File: config.mk
export PLATFORM = sky130hd
export DESIGN_NAME = ext_bus_ready_wait_sequencer
export DESIGN_NICKNAME = d
export VERILOG_FILES = /design/src/rtl/ext_bus_pkg.sv /design/src/rtl/ext_bus_ready_wait_sequencer.sv /design/src/rtl/sync2.sv /design/src/rtl/tim_tick_div.sv
export SDC_FILE = /design/constraint.sdc
export NUM_CORES = 1
export LEC_CHECK = 0
export ABC_AREA = 0
export ABC_CLOCK_PERIOD_IN_PS = 5800
export BUFFER_PORTS_ARGS = -buffer_cell sky130_fd_sc_hd__buf_2
export CORE_ASPECT_RATIO = 0.9
export CORE_MARGIN = 1
export CORE_UTILIZATION = 50
export DETAILED_ROUTE_END_ITERATION = 12
export GPL_ROUTABILITY_DRIVEN = 0
export PLACE_DENSITY_LB_ADDON = 0.05
export SLEW_MARGIN = 30
export SYNTH_ARGS = -nofsm -noshare
export SYNTH_HDL_FRONTEND = slang
export SYNTH_SLANG_ARGS = --single-unit
File: constraint.sdc
create_clock -name pclk -period 5.8 [get_ports pclk]
set_clock_uncertainty 0.1 [all_clocks]
set_input_delay 0.29 -clock pclk [delete_from_list [all_inputs] [get_ports pclk]]
set_output_delay 0.29 -clock pclk [all_outputs]
set_load 0.1 [all_outputs]
File: src/rtl/ext_bus_pkg.sv
package ext_bus_pkg;

  // ----------------------------------------------------------------
  // Clocking and widths
  // ----------------------------------------------------------------
  localparam int PCLK_PERIOD_NS    = 5;
  localparam int TIM_CLK_PERIOD_NS = 20;
  // Least time, so round up to whole pclk cycles
  localparam int TIM_DIV           = (TIM_CLK_PERIOD_NS + PCLK_PERIOD_NS - 1) / PCLK_PERIOD_NS;
  localparam int ADDR_W            = 20;
  localparam int DATA_W            = 32;
  localparam int CNT_W             = 4;
  localparam int PADDR_W           = 12;

  // ----------------------------------------------------------------
  // Register offsets (byte addresses)
  // ----------------------------------------------------------------
  localparam logic [PADDR_W-1:0] OFS_TIMING = 12'h000;
  localparam logic [PADDR_W-1:0] OFS_ADDR   = 12'h004;
  localparam logic [PADDR_W-1:0] OFS_WDATA  = 12'h008;
  localparam logic [PADDR_W-1:0] OFS_CMD    = 12'h00c;
  localparam logic [PADDR_W-1:0] OFS_STATUS = 12'h010;
  localparam logic [PADDR_W-1:0] OFS_RDATA  = 12'h014;

  // ----------------------------------------------------------------
  // Field positions and reset values
  // ----------------------------------------------------------------
  localparam int CMD_START_BIT   = 0;
  localparam int CMD_WRITE_BIT   = 1;
  localparam int STAT_BUSY_BIT   = 0;
  localparam int STAT_DONE_BIT   = 1;
  localparam int ASYNC_EARLY     = 2;
  localparam logic [31:0] TIMING_RST = 32'h0813_1131;

  // Zone timing configuration, one aligned word
  typedef struct packed {
    logic [3:0]       reserved;
    logic             bus32;
    logic             timing_doubler_setting;
    logic             ready_sampling_style;
    logic             ready_use_setting;
    logic [CNT_W-1:0] write_trail_cycles;
    logic [CNT_W-1:0] write_active_cycles;
    logic [CNT_W-1:0] write_lead_cycles;
    logic [CNT_W-1:0] read_trail_cycles;
    logic [CNT_W-1:0] read_active_cycles;
    logic [CNT_W-1:0] read_lead_cycles;
  } zone_timing_config_s;

  // Control pins of the external bus, all registered
  typedef struct packed {
    logic              zone_select_output_n;
    logic              read_strobe_output_n;
    logic              lower_write_strobe_n;
    logic              upper_write_strobe;
    logic              read_write_direction;
    logic [ADDR_W-1:0] addr;
  } bus_pins_s;

  typedef enum logic [1:0] {
    SEQ_IDLE,
    SEQ_ALIGN,
    SEQ_STROBE,
    SEQ_TRAIL
  } seq_state_e;

endpackage

File: src/rtl/ext_bus_ready_wait_sequencer.sv
// Behaviour
// Lead phase starts only on bus clock rise
// Insert one alignment cycle when misaligned
// Alignment cycle drives all controls inactive
// Idle address holds; lowest line stays high
// Upper strobe only in 32-bit; else A0
// Sync ready first sampled at lead+active
// Ready high finishes; low extends, resample
// Async ready sampled two cycles earlier
// Drive data with strobe, release after direction
// Write data held through trail phase
// Ready ignored when ready-use is cleared
// Ready-use enables sampling; mode picks style
`timescale 1ns/100ps
module ext_bus_ready_wait_sequencer
  import ext_bus_pkg::*;
#(
  parameter int TIM_DIV_P = ext_bus_pkg::TIM_DIV
) (
  input  wire logic                             pclk,
  input  wire logic                             presetn,
  input  wire logic [ext_bus_pkg::PADDR_W-1:0]  paddr,
  input  wire logic                             psel,
  input  wire logic                             penable,
  input  wire logic                             pwrite,
  input  wire logic [31:0]                      pwdata,
  output logic                                  pready,
  output logic      [31:0]                      prdata,
  output logic                                  pslverr,
  input  wire logic                             external_ready_input,
  input  wire logic [ext_bus_pkg::DATA_W-1:0]   bus_data_in,
  output logic      [ext_bus_pkg::DATA_W-1:0]   bus_data_out,
  output logic                                  bus_data_oe,
  output logic                                  bus_clock_output,
  output ext_bus_pkg::bus_pins_s                bus_pins
);
  import ext_bus_pkg::*;

  // ----------------------------------------------------------------
  // Declarations
  // ----------------------------------------------------------------
  zone_timing_config_s cfg_ff;
  seq_state_e          state_ff;
  logic [ADDR_W-1:0]   acc_addr_ff;
  logic [DATA_W-1:0]   wdata_ff;
  logic [DATA_W-1:0]   rdata_ff;
  logic                pend_ff;
  logic                is_write_ff;
  logic                done_ff;
  logic                phase_ff;
  logic [CNT_W+1:0]    pos_ff;
  logic [CNT_W-1:0]    trail_ff;
  logic                ready_s;
  logic [DATA_W-1:0]   data_s;
  logic                tick;
  logic                first_half;
  logic                rise_pt;
  logic                apb_wr;
  logic                start_req;
  logic                busy;
  logic [CNT_W+1:0]    lead_n;
  logic [CNT_W+1:0]    total_n;
  logic [CNT_W+1:0]    sample_pt;
  logic [CNT_W+1:0]    elapsed;
  logic [CNT_W-1:0]    trail_n;
  logic                hold_wait;
  logic                finish;
  logic                in_access;
  logic                in_active;

  initial begin
    if (TIM_DIV_P < 2) $error("TIM_DIV_P must be at least 2");
  end

  // ----------------------------------------------------------------
  // Pin synchronisers and timing-clock divider
  // ----------------------------------------------------------------
  sync2 #(.WIDTH(1)) u_ready_sync (
    .pclk    (pclk),
    .presetn (presetn),
    .d       (external_ready_input),
    .q       (ready_s)
  );

  // Data is stable by the time ready is seen, so a per-bit sync is safe
  sync2 #(.WIDTH(DATA_W)) u_data_sync (
    .pclk    (pclk),
    .presetn (presetn),
    .d       (bus_data_in),
    .q       (data_s)
  );

  tim_tick_div #(.DIV(TIM_DIV_P)) u_tick (
    .pclk       (pclk),
    .presetn    (presetn),
    .tick       (tick),
    .first_half (first_half)
  );

  // ----------------------------------------------------------------
  // APB slave
  // ----------------------------------------------------------------
  assign apb_wr    = psel && penable && pready && pwrite;
  assign busy      = pend_ff || (state_ff != SEQ_IDLE);
  // A start while busy is dropped rather than queued
  assign start_req = apb_wr && (paddr == OFS_CMD) && pwdata[CMD_START_BIT] && !busy;

  // Zero-wait answer: ready in the first access cycle
  always_ff @(posedge pclk or negedge presetn) begin
    if (!presetn) begin
      pready  <= 1'b0;
      prdata  <= '0;
      pslverr <= 1'b0;
    end else begin
      pready  <= psel && !penable;
      pslverr <= 1'b0;
      prdata  <= '0;
      if (psel && !penable) begin
        case (paddr)
          OFS_TIMING: prdata <= cfg_ff;
          OFS_ADDR:   prdata <= {{(32-ADDR_W){1'b0}}, acc_addr_ff};
          OFS_WDATA:  prdata <= wdata_ff;
          OFS_CMD:    prdata <= '0;
          OFS_STATUS: prdata <= {30'h0, done_ff, busy};
          OFS_RDATA:  prdata <= rdata_ff;
          default:    pslverr <= 1'b1;
        endcase
      end
    end
  end

  // Software-written configuration and request registers
  always_ff @(posedge pclk or negedge presetn) begin
    if (!presetn) begin
      cfg_ff      <= TIMING_RST;
      acc_addr_ff <= '0;
      wdata_ff    <= '0;
      is_write_ff <= 1'b0;
    end else if (apb_wr) begin
      case (paddr)
        OFS_TIMING: cfg_ff      <= {4'h0, pwdata[27:0]};
        OFS_ADDR:   acc_addr_ff <= pwdata[ADDR_W-1:0];
        OFS_WDATA:  wdata_ff    <= pwdata;
        OFS_CMD:    if (start_req) is_write_ff <= pwdata[CMD_WRITE_BIT];
        default:    ;
      endcase
    end
  end

  // ----------------------------------------------------------------
  // Timing derived from the configuration
  // ----------------------------------------------------------------
  always_comb begin
    logic [CNT_W-1:0] lead_raw;
    logic [CNT_W-1:0] act_raw;
    lead_raw = is_write_ff ? cfg_ff.write_lead_cycles : cfg_ff.read_lead_cycles;
    act_raw  = is_write_ff ? cfg_ff.write_active_cycles : cfg_ff.read_active_cycles;
    trail_n  = is_write_ff ? cfg_ff.write_trail_cycles : cfg_ff.read_trail_cycles;
    // Lead of zero is not legal; treat it as one
    lead_n   = (lead_raw == '0) ? (CNT_W+2)'(1) : (CNT_W+2)'(lead_raw);
    total_n  = lead_n + (CNT_W+2)'(act_raw);
    // sync sample point
    sample_pt = total_n;
    // async sample two cycles early
    if (cfg_ff.ready_sampling_style) begin
      sample_pt = (total_n > (CNT_W+2)'(ASYNC_EARLY)) ? total_n - (CNT_W+2)'(ASYNC_EARLY)
                                                   : (CNT_W+2)'(1);
    end
  end

  assign elapsed = pos_ff + 1'b1;
  // ready-use gates sampling
  // ready ignored when unused
  assign hold_wait = cfg_ff.ready_use_setting && (elapsed == sample_pt) && !ready_s;
  // finish only once ready seen
  assign finish    = tick && (state_ff == SEQ_STROBE) && !hold_wait && (elapsed >= total_n);
  assign in_access = (state_ff == SEQ_STROBE) || (state_ff == SEQ_TRAIL);
  assign in_active = (state_ff == SEQ_STROBE) && (pos_ff >= lead_n);

  // ----------------------------------------------------------------
  // Bus clock phase; rising edge opens a cycle when phase is zero
  // ----------------------------------------------------------------
  always_ff @(posedge pclk or negedge presetn) begin
    if (!presetn) begin
      phase_ff <= 1'b0;
    end else if (tick) begin
      phase_ff <= cfg_ff.timing_doubler_setting ? !phase_ff : 1'b0;
    end
  end

  // True when the coming timing cycle starts with a bus clock rise
  assign rise_pt = !cfg_ff.timing_doubler_setting || phase_ff;

  always_ff @(posedge pclk or negedge presetn) begin
    if (!presetn) begin
      bus_clock_output <= 1'b0;
    end else begin
      bus_clock_output <= cfg_ff.timing_doubler_setting ? !phase_ff : first_half;
    end
  end

  // ----------------------------------------------------------------
  // Access sequencer
  // ----------------------------------------------------------------
  always_ff @(posedge pclk or negedge presetn) begin
    if (!presetn) begin
      state_ff <= SEQ_IDLE;
      pos_ff   <= '0;
      trail_ff <= '0;
    end else if (tick) begin
      case (state_ff)
        SEQ_IDLE: begin
          if (pend_ff) begin
            pos_ff <= '0;
            // lead on rising edge
            // otherwise one alignment cycle
            state_ff <= rise_pt ? SEQ_STROBE : SEQ_ALIGN;
          end
        end
        SEQ_ALIGN: begin
          if (rise_pt) state_ff <= SEQ_STROBE;
        end
        SEQ_STROBE: begin
          // low ready extends active phase
          if (hold_wait) begin
            pos_ff <= pos_ff;
          end else if (elapsed >= total_n) begin
            trail_ff <= trail_n;
            state_ff <= (trail_n == '0) ? SEQ_IDLE : SEQ_TRAIL;
          end else begin
            pos_ff <= elapsed;
          end
        end
        SEQ_TRAIL: begin
          if (trail_ff <= CNT_W'(1)) state_ff <= SEQ_IDLE;
          else trail_ff <= trail_ff - 1'b1;
        end
        default: state_ff <= SEQ_IDLE;
      endcase
    end
  end

  // Pending request, done flag and captured read data
  always_ff @(posedge pclk or negedge presetn) begin
    if (!presetn) begin
      pend_ff  <= 1'b0;
      done_ff  <= 1'b0;
      rdata_ff <= '0;
    end else begin
      if (start_req) begin
        pend_ff <= 1'b1;
        done_ff <= 1'b0;
      end else if (tick && (state_ff == SEQ_IDLE)) begin
        pend_ff <= 1'b0;
      end
      if (finish) begin
        done_ff <= 1'b1;
        if (!is_write_ff) rdata_ff <= data_s;
      end
    end
  end

  // ----------------------------------------------------------------
  // Bus pins, registered from the sequencer state
  // ----------------------------------------------------------------
  always_ff @(posedge pclk or negedge presetn) begin
    if (!presetn) begin
      bus_pins <= '{zone_select_output_n: 1'b1, read_strobe_output_n: 1'b1,
                    lower_write_strobe_n: 1'b1, upper_write_strobe: 1'b1,
                    read_write_direction: 1'b1, addr: {{(ADDR_W-1){1'b0}}, 1'b1}};
    end else begin
      // idle and alignment controls inactive
      bus_pins.zone_select_output_n <= !in_access;
      bus_pins.read_strobe_output_n <= !(in_active && !is_write_ff);
      bus_pins.lower_write_strobe_n <= !(in_active && is_write_ff);
      bus_pins.read_write_direction <= !(in_access && is_write_ff);
      // hold address, lowest line high
      bus_pins.addr <= in_access ? acc_addr_ff : {bus_pins.addr[ADDR_W-1:1], 1'b1};
      // upper strobe or lowest address bit
      if (cfg_ff.bus32) begin
        bus_pins.upper_write_strobe <= !(in_active && is_write_ff);
      end else begin
        bus_pins.upper_write_strobe <= in_access ? acc_addr_ff[0] : 1'b1;
      end
    end
  end

  // Write data drive; held through trail until direction returns high
  always_ff @(posedge pclk or negedge presetn) begin
    if (!presetn) begin
      bus_data_out <= '0;
      bus_data_oe  <= 1'b0;
    end else begin
      // drive with strobe, release after direction
      // held through write trail
      if (in_active && is_write_ff) begin
        bus_data_out <= wdata_ff;
        bus_data_oe  <= 1'b1;
      end else if (bus_pins.read_write_direction) begin
        bus_data_oe  <= 1'b0;
      end
    end
  end
endmodule

File: src/rtl/sync2.sv
`timescale 1ns/100ps
module sync2 #(
  parameter int WIDTH = 1
) (
  input  wire logic             pclk,
  input  wire logic             presetn,
  input  wire logic [WIDTH-1:0] d,
  output logic      [WIDTH-1:0] q
);

  logic [WIDTH-1:0] meta_ff;

  // ----------------------------------------------------------------
  // Two-stage synchroniser; first stage feeds only the second
  // ----------------------------------------------------------------
  always_ff @(posedge pclk or negedge presetn) begin
    if (!presetn) begin
      meta_ff <= '0;
      q       <= '0;
    end else begin
      meta_ff <= d;
      q       <= meta_ff;
    end
  end

endmodule

File: src/rtl/tim_tick_div.sv
`timescale 1ns/100ps
module tim_tick_div #(
  parameter int DIV = 4
) (
  input  wire logic pclk,
  input  wire logic presetn,
  output logic      tick,
  output logic      first_half
);

  localparam int CW = (DIV > 1) ? $clog2(DIV) : 1;

  logic [CW-1:0] cnt_ff;

  initial begin
    if (DIV < 2) $error("tim_tick_div: DIV must be at least 2");
  end

  // ----------------------------------------------------------------
  // Timing-clock enable: one pulse on the last pclk of each period
  // ----------------------------------------------------------------
  always_ff @(posedge pclk or negedge presetn) begin
    if (!presetn) begin
      cnt_ff <= '0;
    end else if (tick) begin
      cnt_ff <= '0;
    end else begin
      cnt_ff <= cnt_ff + 1'b1;
    end
  end

  assign tick       = (cnt_ff == CW'(DIV - 1));
  assign first_half = (cnt_ff < CW'(DIV / 2));

endmodule

# ---- Word level (Yosys, flattened, before mapping)
# Index checks and enable logic that the tools add are counted.
dict set report op_classes {
  addsub 5
  magnitude_cmp 5
  eq_ne 17
  mux 38
  bitwise 1
  reduce_logical 50
}
# operator n
set op_table {}
lappend op_table {{$pmux W32 S5} 1}
lappend op_table {{$mux W32} 1}
lappend op_table {{$mux W6} 5}
lappend op_table {{$mux W4} 7}
lappend op_table {{$eq A12 B4 Y1 const B} 2}
lappend op_table {{$eq A12 B5 Y1 const B} 2}
lappend op_table {{$logic_and A1 B1 Y1} 17}
lappend op_table {{$mux W2} 8}
lappend op_table {{$mux W1} 13}
lappend op_table {{$eq A12 B3 Y1 const B} 1}
lappend op_table {{$logic_not A12 Y1} 1}
lappend op_table {{$pmux W6 S2} 1}
lappend op_table {{$reduce_bool A2 Y1} 6}
lappend op_table {{$logic_not A1 Y1} 11}
lappend op_table {{$ne A2 B2 Y1 const B} 5}
lappend op_table {{$reduce_and A5 Y1} 2}
lappend op_table {{$logic_not A4 Y1} 2}
lappend op_table {{$pmux W2 S4} 1}
lappend op_table {{$pmux W4 S2} 1}
lappend op_table {{$reduce_and A2 Y1} 4}
lappend op_table {{$add A6 B1 Y6 const B} 1}
lappend op_table {{$eq A2 B2 Y1 const B} 3}
lappend op_table {{$eq A6 B6 Y1} 1}
lappend op_table {{$ge A6 B4 Y1} 1}
lappend op_table {{16 further kinds} 19}
dict set report totals {
  register_bits 289
  output_inout_bits 93
}

# ---- Longest topological paths before layout
# Gate-level depths: netlist (run 1).
dict set report depth {
  word_depth 14
  mapped_depth 17
}

# ---- Modules after synthesis
# From an unflattened synthesis (run 1), not the netlist that was laid out.
dict set report unflattened {
  cells_unflattened 800
  area_unflattened_um2 11593.6
}
# mod n_inst cells_per_inst area_each_um2 seq_area_each_um2
set modules_own_cells {}
lappend modules_own_cells {ext_bus_ready_wait_sequencer 1 729 9872.0 5549.1}
lappend modules_own_cells {{sync2 (u_data_sync)} 1 64 1601.5 1601.5}
lappend modules_own_cells {tim_tick_div 1 5 70.1 50.0}
lappend modules_own_cells {{sync2 (u_ready_sync)} 1 2 50.0 50.0}

# ---- Worst setup path before layout (run 1)
# No wires, ideal clock.
dict set report synth_timing {
  kind {register to register}
  start {reg is_write_ff}
  end {reg rdata_ff[0]}
  setup_time_ns 0.125
  arrival_time_ns 4.188
  path_slack_ns 1.387
  path_stages_with_launch 17
  path_buffers 3
  synth_period_minus_slack_ns 4.413
  cell_sequence {dfrtp_1 clkbuf_1 buf_1 mux2_2 o31ai_1 ha_1 fa_1 xor2_2 inv_2 ha_1 mux2i_4 o2111a_1 o211a_1 nand4_4 o211ai_4 buf_12 mux2_4}
}
dict set report synth_between {
  elab_chain_cells 14
}
# element line
set synth_lines {}
lappend synth_lines {{from (decl)} ext_bus_ready_wait_sequencer.sv:48} ;# logic is_write_ff;
lappend synth_lines {{from (signal assigned)} ext_bus_ready_wait_sequencer.sv:144} ;# OFS_CMD: if (start_req) is_write_ff <= pwdata[CMD_WRITE_BIT];
lappend synth_lines {{$mux W4} ext_bus_ready_wait_sequencer.sv:156} ;# lead_raw = is_write_ff ? cfg_ff.write_lead_cycles : cfg_ff.read_lead_cycles;
lappend synth_lines {{$logic_not A4 Y1} ext_bus_ready_wait_sequencer.sv:160} ;# lead_n = (lead_raw == '0) ? (CNT_W+2)'(1) : (CNT_W+2)'(lead_raw);
lappend synth_lines {{$mux W4} ext_bus_ready_wait_sequencer.sv:160}
lappend synth_lines {{$add A4 B4 Y5} ext_bus_ready_wait_sequencer.sv:161} ;# total_n = lead_n + (CNT_W+2)'(act_raw);
lappend synth_lines {{$sub A5 B2 Y6 or $gt A5 B2 Y1 (tied branches)} ext_bus_ready_wait_sequencer.sv:166} ;# sample_pt = (total_n > (CNT_W+2)'(ASYNC_EARLY)) ? total_n - (CNT_W+2)'(ASYNC_EARLY)
lappend synth_lines {{$mux W6} ext_bus_ready_wait_sequencer.sv:166}
lappend synth_lines {{$mux W6} ext_bus_ready_wait_sequencer.sv:165} ;# if (cfg_ff.ready_sampling_style) begin
lappend synth_lines {{$eq A6 B6 Y1} ext_bus_ready_wait_sequencer.sv:174} ;# assign hold_wait = cfg_ff.ready_use_setting && (elapsed == sample_pt) && !ready_s;
lappend synth_lines {{$logic_and A1 B1 Y1 (2 in a row)} ext_bus_ready_wait_sequencer.sv:174}
lappend synth_lines {{$logic_not A1 Y1} ext_bus_ready_wait_sequencer.sv:176} ;# assign finish = tick && (state_ff == SEQ_STROBE) && !hold_wait && (elapsed >= total_n);
lappend synth_lines {{$logic_and A1 B1 Y1 (2 in a row)} ext_bus_ready_wait_sequencer.sv:176}
lappend synth_lines {{$reduce_and A2 Y1 (no source line) *} -}
lappend synth_lines {{to (signal assigned)} ext_bus_ready_wait_sequencer.sv:258} ;# if (!is_write_ff) rdata_ff <= data_s;
lappend synth_lines {{to (decl)} ext_bus_ready_wait_sequencer.sv:46} ;# logic [DATA_W-1:0] rdata_ff;
# Mark *: on every way between the ends. The rest lies on a longest branch, timed or not.
# A chain may end at the register's enable or synchronous reset.

# ---- Worst setup path in the final report (run 1)
dict set report layout_timing {
  start {reg is_write_ff}
  end {reg rdata_ff[27]}
}
# The elaborated chain is that of the path after synthesis.

==> results of run 1 <==
[cell usage after synthesis (all sizes together) (3+ instances only)]
cell type,instances,area share
and2,6,0.0033
a222oi,18,0.015
clkbuf,28,0.0089
nand4,4,0.0034
nand3,12,0.0055
a22o,4,0.0030
nor2,54,0.017
nand2,28,0.0089
nor3,9,0.0038
a21oi,24,0.011
inv,21,0.0067
a31oi,3,0.0021
o21ai,17,0.0078
a22oi,3,0.0019
mux2i,16,0.015
dfrtp,274,0.58
or2,3,0.0016
and4,4,0.0031
mux2,194,0.19
nor2b,5,0.0026
o31ai,3,0.0023
ha,17,0.018
o22ai,4,0.0021
a211oi,4,0.0030
o211ai,6,0.0050
xnor2,4,0.0036
a32oi,5,0.0043
dfstp,15,0.033
nand2b,5,0.0026
buf,12,0.0089
[cell families (layout without fill, tap and decap cells)]
family / after synthesis / after routing / synth area share
flops: 289 / 289 / 0.612
buf+inv: 61 / 331 / 0.0244
compound gates: 109 / 109 / 0.0717
simple gates: 141 / 141 / 0.0587
xor+xnor: 5 / 5 / 0.00496
fa+ha+maj: 18 / 18 / 0.0196
mux: 210 / 210 / 0.209
[per-layer routing]
metal,vias to the layer above,share of wire,track usage
met1,3942,0.47,0.348
met5,-,0.00029,0
met2,201,0.46,0.361
met4,2,0.019,0.0625
li1,3500,-,-
met3,41,0.050,0.0365
[timing repair]
item                                   in CTS  in global routing
hold buffers                               68                  0
endpoints found under the hold margin     235                  0
setup endpoints to repair                   0                  0
[sequential cells by signal, indices dropped and copies added (netlist names)]
signal / cells
pready: 1
phase_ff: 1
pslverr: 1
done_ff: 1
cfg_ff: 28
rdata_ff: 32
bus_data_oe: 1
trail_ff: 4
acc_addr_ff: 20
u_tick.cnt_ff: 2
u_data_sync.q: 32
prdata: 32
u_ready_sync.q: 1
bus_data_out: 32
is_write_ff: 1
wdata_ff: 32
state_ff: 2
pend_ff: 1
bus_pins: 25
pos_ff: 6
bus_clock_output: 1
u_ready_sync.meta_ff: 1
u_data_sync.meta_ff: 32
[metrics by stage]
stage                     instances  worst slack [ns]  power (mW)  hold WS (ns)
after floorplan                 833              1.39        2.69        -0.106
after global placement         1280              1.18        2.86         0.232
after detailed placement       1280              1.06        2.87         0.235
after CTS                      1404              1.04        4.89        0.0129
after global routing           1405             0.707        5.04        0.0500
final                          1405              1.03        4.86        0.0307
[final timing paths]
kind                                               from                 to  cells after the start
worst max-delay path                        is_write_ff       rdata_ff[27]                     12
worst min-delay path                           paddr[4]            pslverr                      3
worst max register to register              is_write_ff       rdata_ff[27]                     12
worst min register to register  u_data_sync.meta_ff[18]  u_data_sync.q[18]                      0
max in group asynchronous                       presetn    acc_addr_ff[11]                      4
min in group asynchronous                       presetn   bus_clock_output                      2
[power groups by stage]
stage	clock network (mW)	registers, mW	logic, mW
floorplan	0	2.38	0.312
global placement	0	2.32	0.543
detailed placement	0	2.32	0.554
CTS	2.01	2.29	0.590
global route	2.09	2.31	0.640
finish	1.98	2.29	0.589
[tightest hold or removal path, cell delays in order]
cell and delay, ns:
buf_2 0.15, a21oi_1 0.15, nor2b_1 0.05
[placed cells by master (no fill, tap or decap), types with 4 or more instances in the layout]
master	synthesis	layout
mux2i_1	15	15
clkbuf_8	0	4
clkbuf_16	0	30
buf_2	3	173
bufinv_16	0	4
inv_1	20	20
nand3_1	11	10
nor2b_1	5	5
nand2b_1	5	5
a22o_1	4	4
o22ai_1	4	4
o21ai_0	15	15
clkbuf_1	28	8
a21oi_1	22	22
buf_4	0	11
a32oi_1	4	4
nor2_1	53	52
nor3_1	9	8
ha_1	17	17
a222oi_1	18	18
dlygate4sd3_1	0	68
o211ai_1	5	5
and2_1	5	5
clkinv_2	0	6
dfrtp_1	274	274
nand2_1	28	26
mux2_2	163	163
dfstp_2	15	15
mux2_4	31	31
[final cells by class]
type / instances / area, um^2 / area share
repair buffers: 254 / 1670 / 0.113
inverters: 21 / 78.8 / 0.00534
well taps: 302 / 378 / 0.0256
clock buffers: 42 / 836 / 0.0567
clock inverters: 14 / 190 / 0.0129
multi-input cells: 483 / 4350 / 0.295
flip-flops and latches: 289 / 7250 / 0.492
==> run metrics, run 1 <==
synthesized area 11900 um^2; cts bufs inserted 30; post-DP HPWL 18.1 mm; Setup crit end kind flop; min Tclk post-route 4.77 ns; Area Overhead vs Synth 24.5%; Fin Setup TNS 0 ns; die area 24300 um^2; critical path's slowest cell dfrtp_1; clock insertion delay at the later pin of the skew report 0.56 ns; Hold Violations, Final 0; Peak supply drop 0.323 mV; total congestion overflow 0; net switching share of the total power 0.248; Final Max Tran Viols 0; initial antenna violation count 1; Avg Inst Size Synth 14.2 um^2; clock tree from TritonCTS yes; Distinct cells, synth 72; post-CTS setup buffers 0; Synth Register Bits 289; Psw 1.21 mW; master cell of the clock root buffer clkbuf_16; crit-path cells mux2_2 -> o31ai_1 -> ha_1 -> fa_1 -> nand2b_1 -> a2111oi_1 -> a211oi_1 -> xnor2_2 -> nand4_4 -> o211ai_4 -> buf_4 -> mux2_2; Reg power frac 0.471; CTS resizes 0; antenna fix cells 0; Post-synth EDFFs 0; final core utilization 0.634; worst relative slew slack 0.388; Final setup viols 0; Leakage Power 7.33 nW; Rows 53; CTS Sinks 289; Seq/Total Area, Yosys 0.612; warnings from Yosys 0; number of port buffers 174; Max Cap Viol 0; cell family with most CP delay compound AO/OA/AOI/OAI gates; GRT Util Overall 0.235; Pre-Repair DR Iteration Count 6; drt initial violations 468; CP Max Fanout 18; Starting Density 0.509; drt drc 0; Crit path top cell by count mux2_2; layout cells sized above 1 0.429; ys async rst share 1.00; Max Root-Sink Buffers 3; clock network power share 0.408; Post-DRT Antenna Nets 0; routed vias/inst 5.47; H-tree lvl count 1; Slowest Stage Delay on Critical Path 0.80 ns; fin crit share 0.823; Synth Flop Type dfrtp_1; Max Clock Freq 210 MHz; Nets 1179; Syn Nets 933; Worst Tran Pin Value 0.918 ns; RSZ-0062 raised after global routing no; Logic pwr share 0.121; width of the chip 164 um; filler cell count 1795; Critical Path AT 5.11 ns; Hold Crit Class in2reg; critical path startpoint category flop; Post-DP Area 13000 um^2; status complete, no violations; fin area 14800 um^2; I/O pins 175; CP Data Required Time 6.14 ns; Worst-path clk slew 0.07 ns; WL final 27.7 mm; die height 148 um; Cells after Synth 833; Int Pwr 3.65 mW; setup slack, reg-to-reg 1.03 ns; vias in the first global route 7773; largest net degree at the start of global routing 133; global-route wire length before repair 43.5 mm; Crit Path Category reg2reg; Core ar. 23300 um^2; DR vias 7686; Power Dens Cells 329 nW/um^2; routed len/inst 19.7 um; Buf/Inv on CP 1
Note: power is estimated with default switching activity, not from simulation.
==> run 2: changes to the inputs <==
--- a/config.mk
+++ b/config.mk
@@ -6,7 +6,7 @@
 export NUM_CORES = 1
 export LEC_CHECK = 0
 export ABC_AREA = 0
-export ABC_CLOCK_PERIOD_IN_PS = 5800
+export ABC_CLOCK_PERIOD_IN_PS = 4300
 export BUFFER_PORTS_ARGS = -buffer_cell sky130_fd_sc_hd__buf_2
 export CORE_ASPECT_RATIO = 0.9
 export CORE_MARGIN = 1
==> constraint.sdc (replaced) <==
create_clock -name pclk -period 4.3 [get_ports pclk]
set_clock_uncertainty 0.1 [all_clocks]
set_input_delay 0.215 -clock pclk [delete_from_list [all_inputs] [get_ports pclk]]
set_output_delay 0.215 -clock pclk [all_outputs]
set_load 0.1 [all_outputs]
==> run 2 against run 1 <==
- power rose by 38%
- via count rose by 0.62%
- critical path depth rose by 2
- wire length rose by 2.9%
- maximum frequency rose by 16%
- setup slack got worse by 0.85 ns
- sequential power rose by 35%
- sequential share of layout area fell by 0.56 points
- count of clock-buffer cells in the layout fell by 7
- critical endpoint is now rdata_ff[11]
==> run metrics, run 2 (synthesis results as in run 1) <==
status complete, no violations; CP Data Required Time 4.64 ns (-1.50 ns); routed len/inst 20.2 um (+2.4%); Worst Tran Pin Value 0.825 ns (-0.0926 ns); I/O pins 175 (unchanged); Setup crit end kind flop; H-tree lvl count 1 (unchanged); largest net degree at the start of global routing 86 (-35%); routed vias/inst 5.48 (+0.13%); WL final 28.5 mm (+2.9%); Max Root-Sink Buffers 3 (unchanged); Starting Density 0.509 (unchanged); Crit Path Category reg2reg; critical path startpoint category flop; layout cells sized above 1 0.437 (+0.00811); cell family with most CP delay compound AO/OA/AOI/OAI gates; crit-path cells mux2_2 -> o31ai_2 -> ha_1 -> fa_1 -> nand3_1 -> nand2_1 -> inv_1 -> ha_1 -> or4b_1 -> a32oi_2 -> a31oi_4 -> o211ai_4 -> buf_8 -> mux2_4; Core ar. 23300 um^2 (unchanged); Post-DRT Antenna Nets 0 (unchanged); RSZ-0062 raised after global routing no; width of the chip 164 um (unchanged); Area Overhead vs Synth 25.9%; cts bufs inserted 29 (-3.3%); final worst slack 0.180 ns (-0.849 ns); Crit path top cell by count ha_1; Final setup viols 0 (unchanged); DR vias 7734 (+0.62%); most frequent cells in the layout dfrtp_1, buf_2, mux2_2, dlygate4sd3_1, nor2_1; min Tclk post-route 4.12 ns (-0.651 ns); Peak supply drop 0.361 mV (+12%); clock insertion delay at the later pin of the skew report 0.56 ns (about the same); critical path's slowest cell or4b_1; Critical Path AT 4.46 ns (-0.65 ns); Worst-path clk slew 0.06 ns (about the same); die area 24300 um^2 (unchanged); Pre-Repair DR Iteration Count 5 (-1); master cell of the clock root buffer clkbuf_16; Max Cap Viol 0 (unchanged); fin crit share 0.958 (+0.136); CTS Sinks 289 (unchanged); total congestion overflow 0 (unchanged); post-DP HPWL 18.6 mm (+2.6%); die height 148 um (unchanged); drt drc 0 (unchanged); Max Clock Freq 243 MHz (+16%); commonest non-fill, non-tap cell in the layout dfrtp_1; global-route wire length before repair 44.6 mm (+2.5%); clock tree from TritonCTS yes; Buf/Inv on CP 2 (+1); Fin Setup TNS 0 ns (unchanged); GRT Util Overall 0.242 (+0.00720); number of port buffers 174 (unchanged); worst relative slew slack 0.450 (+0.0617); Rows 53 (unchanged); post-CTS setup buffers 0 (unchanged); CP Max Fanout 14 (-4); Hold Violations, Final 0 (unchanged); Slowest Stage Delay on Critical Path 0.52 ns (-0.28 ns); Final Max Tran Viols 0 (unchanged); Hold Crit Class in2async; Power Dens Cells 447 nW/um^2 (+36%); drt initial violations 579 (+24%); initial antenna violation count 0 (-1); Nets 1188 (+0.76%); antenna fix cells 0 (unchanged); vias in the first global route 7798 (+0.32%); Leakage Power 7.41 nW (+1.1%); Post-Place Setup Slack 0.00680 ns (-1.05 ns)
[run 2: changes by cell type in the layout (fill, tap and decap cells not counted), moves of 3 or more]
cell       previous run  this run
buf_12                0         3
bufinv_16             4         7
clkbuf_1              8         3
buf_4                11        16
[run 2: worst paths after layout]
kind                                               from           endpoint  slack (ns)  cells past startpoint
worst max-delay path                        is_write_ff       rdata_ff[11]        0.18                     14
worst min-delay path                            presetn   bus_data_out[26]        0.07                      2
worst max register to register              is_write_ff       rdata_ff[11]        0.18                     14
worst min register to register  u_data_sync.meta_ff[16]  u_data_sync.q[16]        0.24                      0
max in group asynchronous                       presetn         cfg_ff[16]        2.88                      4
min in group pclk                             paddr[11]            pslverr        0.13                      5
[run 2: power breakdown]
| group | switching, mW | internal (mW) |
|---|---|---|
| Sequential | 0.131 | 2.95 |
| Combinational | 0.434 | 0.373 |
| Clock | 1.07 | 1.72 |
[run 2: worst reg2reg max path, stage by stage (launching register included)]
cell	delay (ns)
dfrtp_2	0.43
mux2_2	0.42
o31ai_2	0.31
ha_1	0.25
fa_1	0.25
nand3_1	0.08
nand2_1	0.09
inv_1	0.09
ha_1	0.20
or4b_1	0.52
a32oi_2	0.28
a31oi_4	0.20
o211ai_4	0.17
buf_8	0.25
mux2_4	0.36
[run 2: layer usage]
layer,vias to the layer above,global-route usage,part of all wire
li1,3530,-,-
met2,178,0.381,0.47
met4,0,0.0523,0.016
met5,-,0,0
met1,3993,0.357,0.48
met3,33,0.0346,0.040
[run 2: cell type report]
type                            count  area (um^2)
Clock buffer                       35          778
Clock inverter                     18          289
Fill cell                        1806         8350
Inverter                           21         78.8
Multi-Input combinational cell    483         4350
Sequential cell                   289         7250
Tap cell                          302          378
Timing Repair Buffer              264         1790
[run 2: timing repair]
action | in CTS | in global routing
endpoints found under the hold margin | 323 | 0
resized for setup | 1 | 5
pin swaps | 0 | 1
hold buffers | 69 | 0
setup endpoints to repair | 1 | 40
[run 2: per-stage QoR]
| step | util | cells | power (mW) | hold slack, ns | cell area [um^2] |
|---|---|---|---|---|---|
| 2_1_floorplan | - | 833 | 3.62 | -0.181 | 11900 |
| 3_3_place_gp | 0.563 | 1289 | 3.86 | 0.223 | 13100 |
| 3_5_place_dp | 0.564 | 1290 | 3.89 | 0.0486 | 13100 |
| 4_1_cts | 0.640 | 1412 | 6.73 | 0.0711 | 14900 |
| 5_1_grt | 0.641 | 1412 | 6.94 | 0.0908 | 14900 |
| 6_report | 0.641 | 1412 | 6.68 | 0.0686 | 14900 |
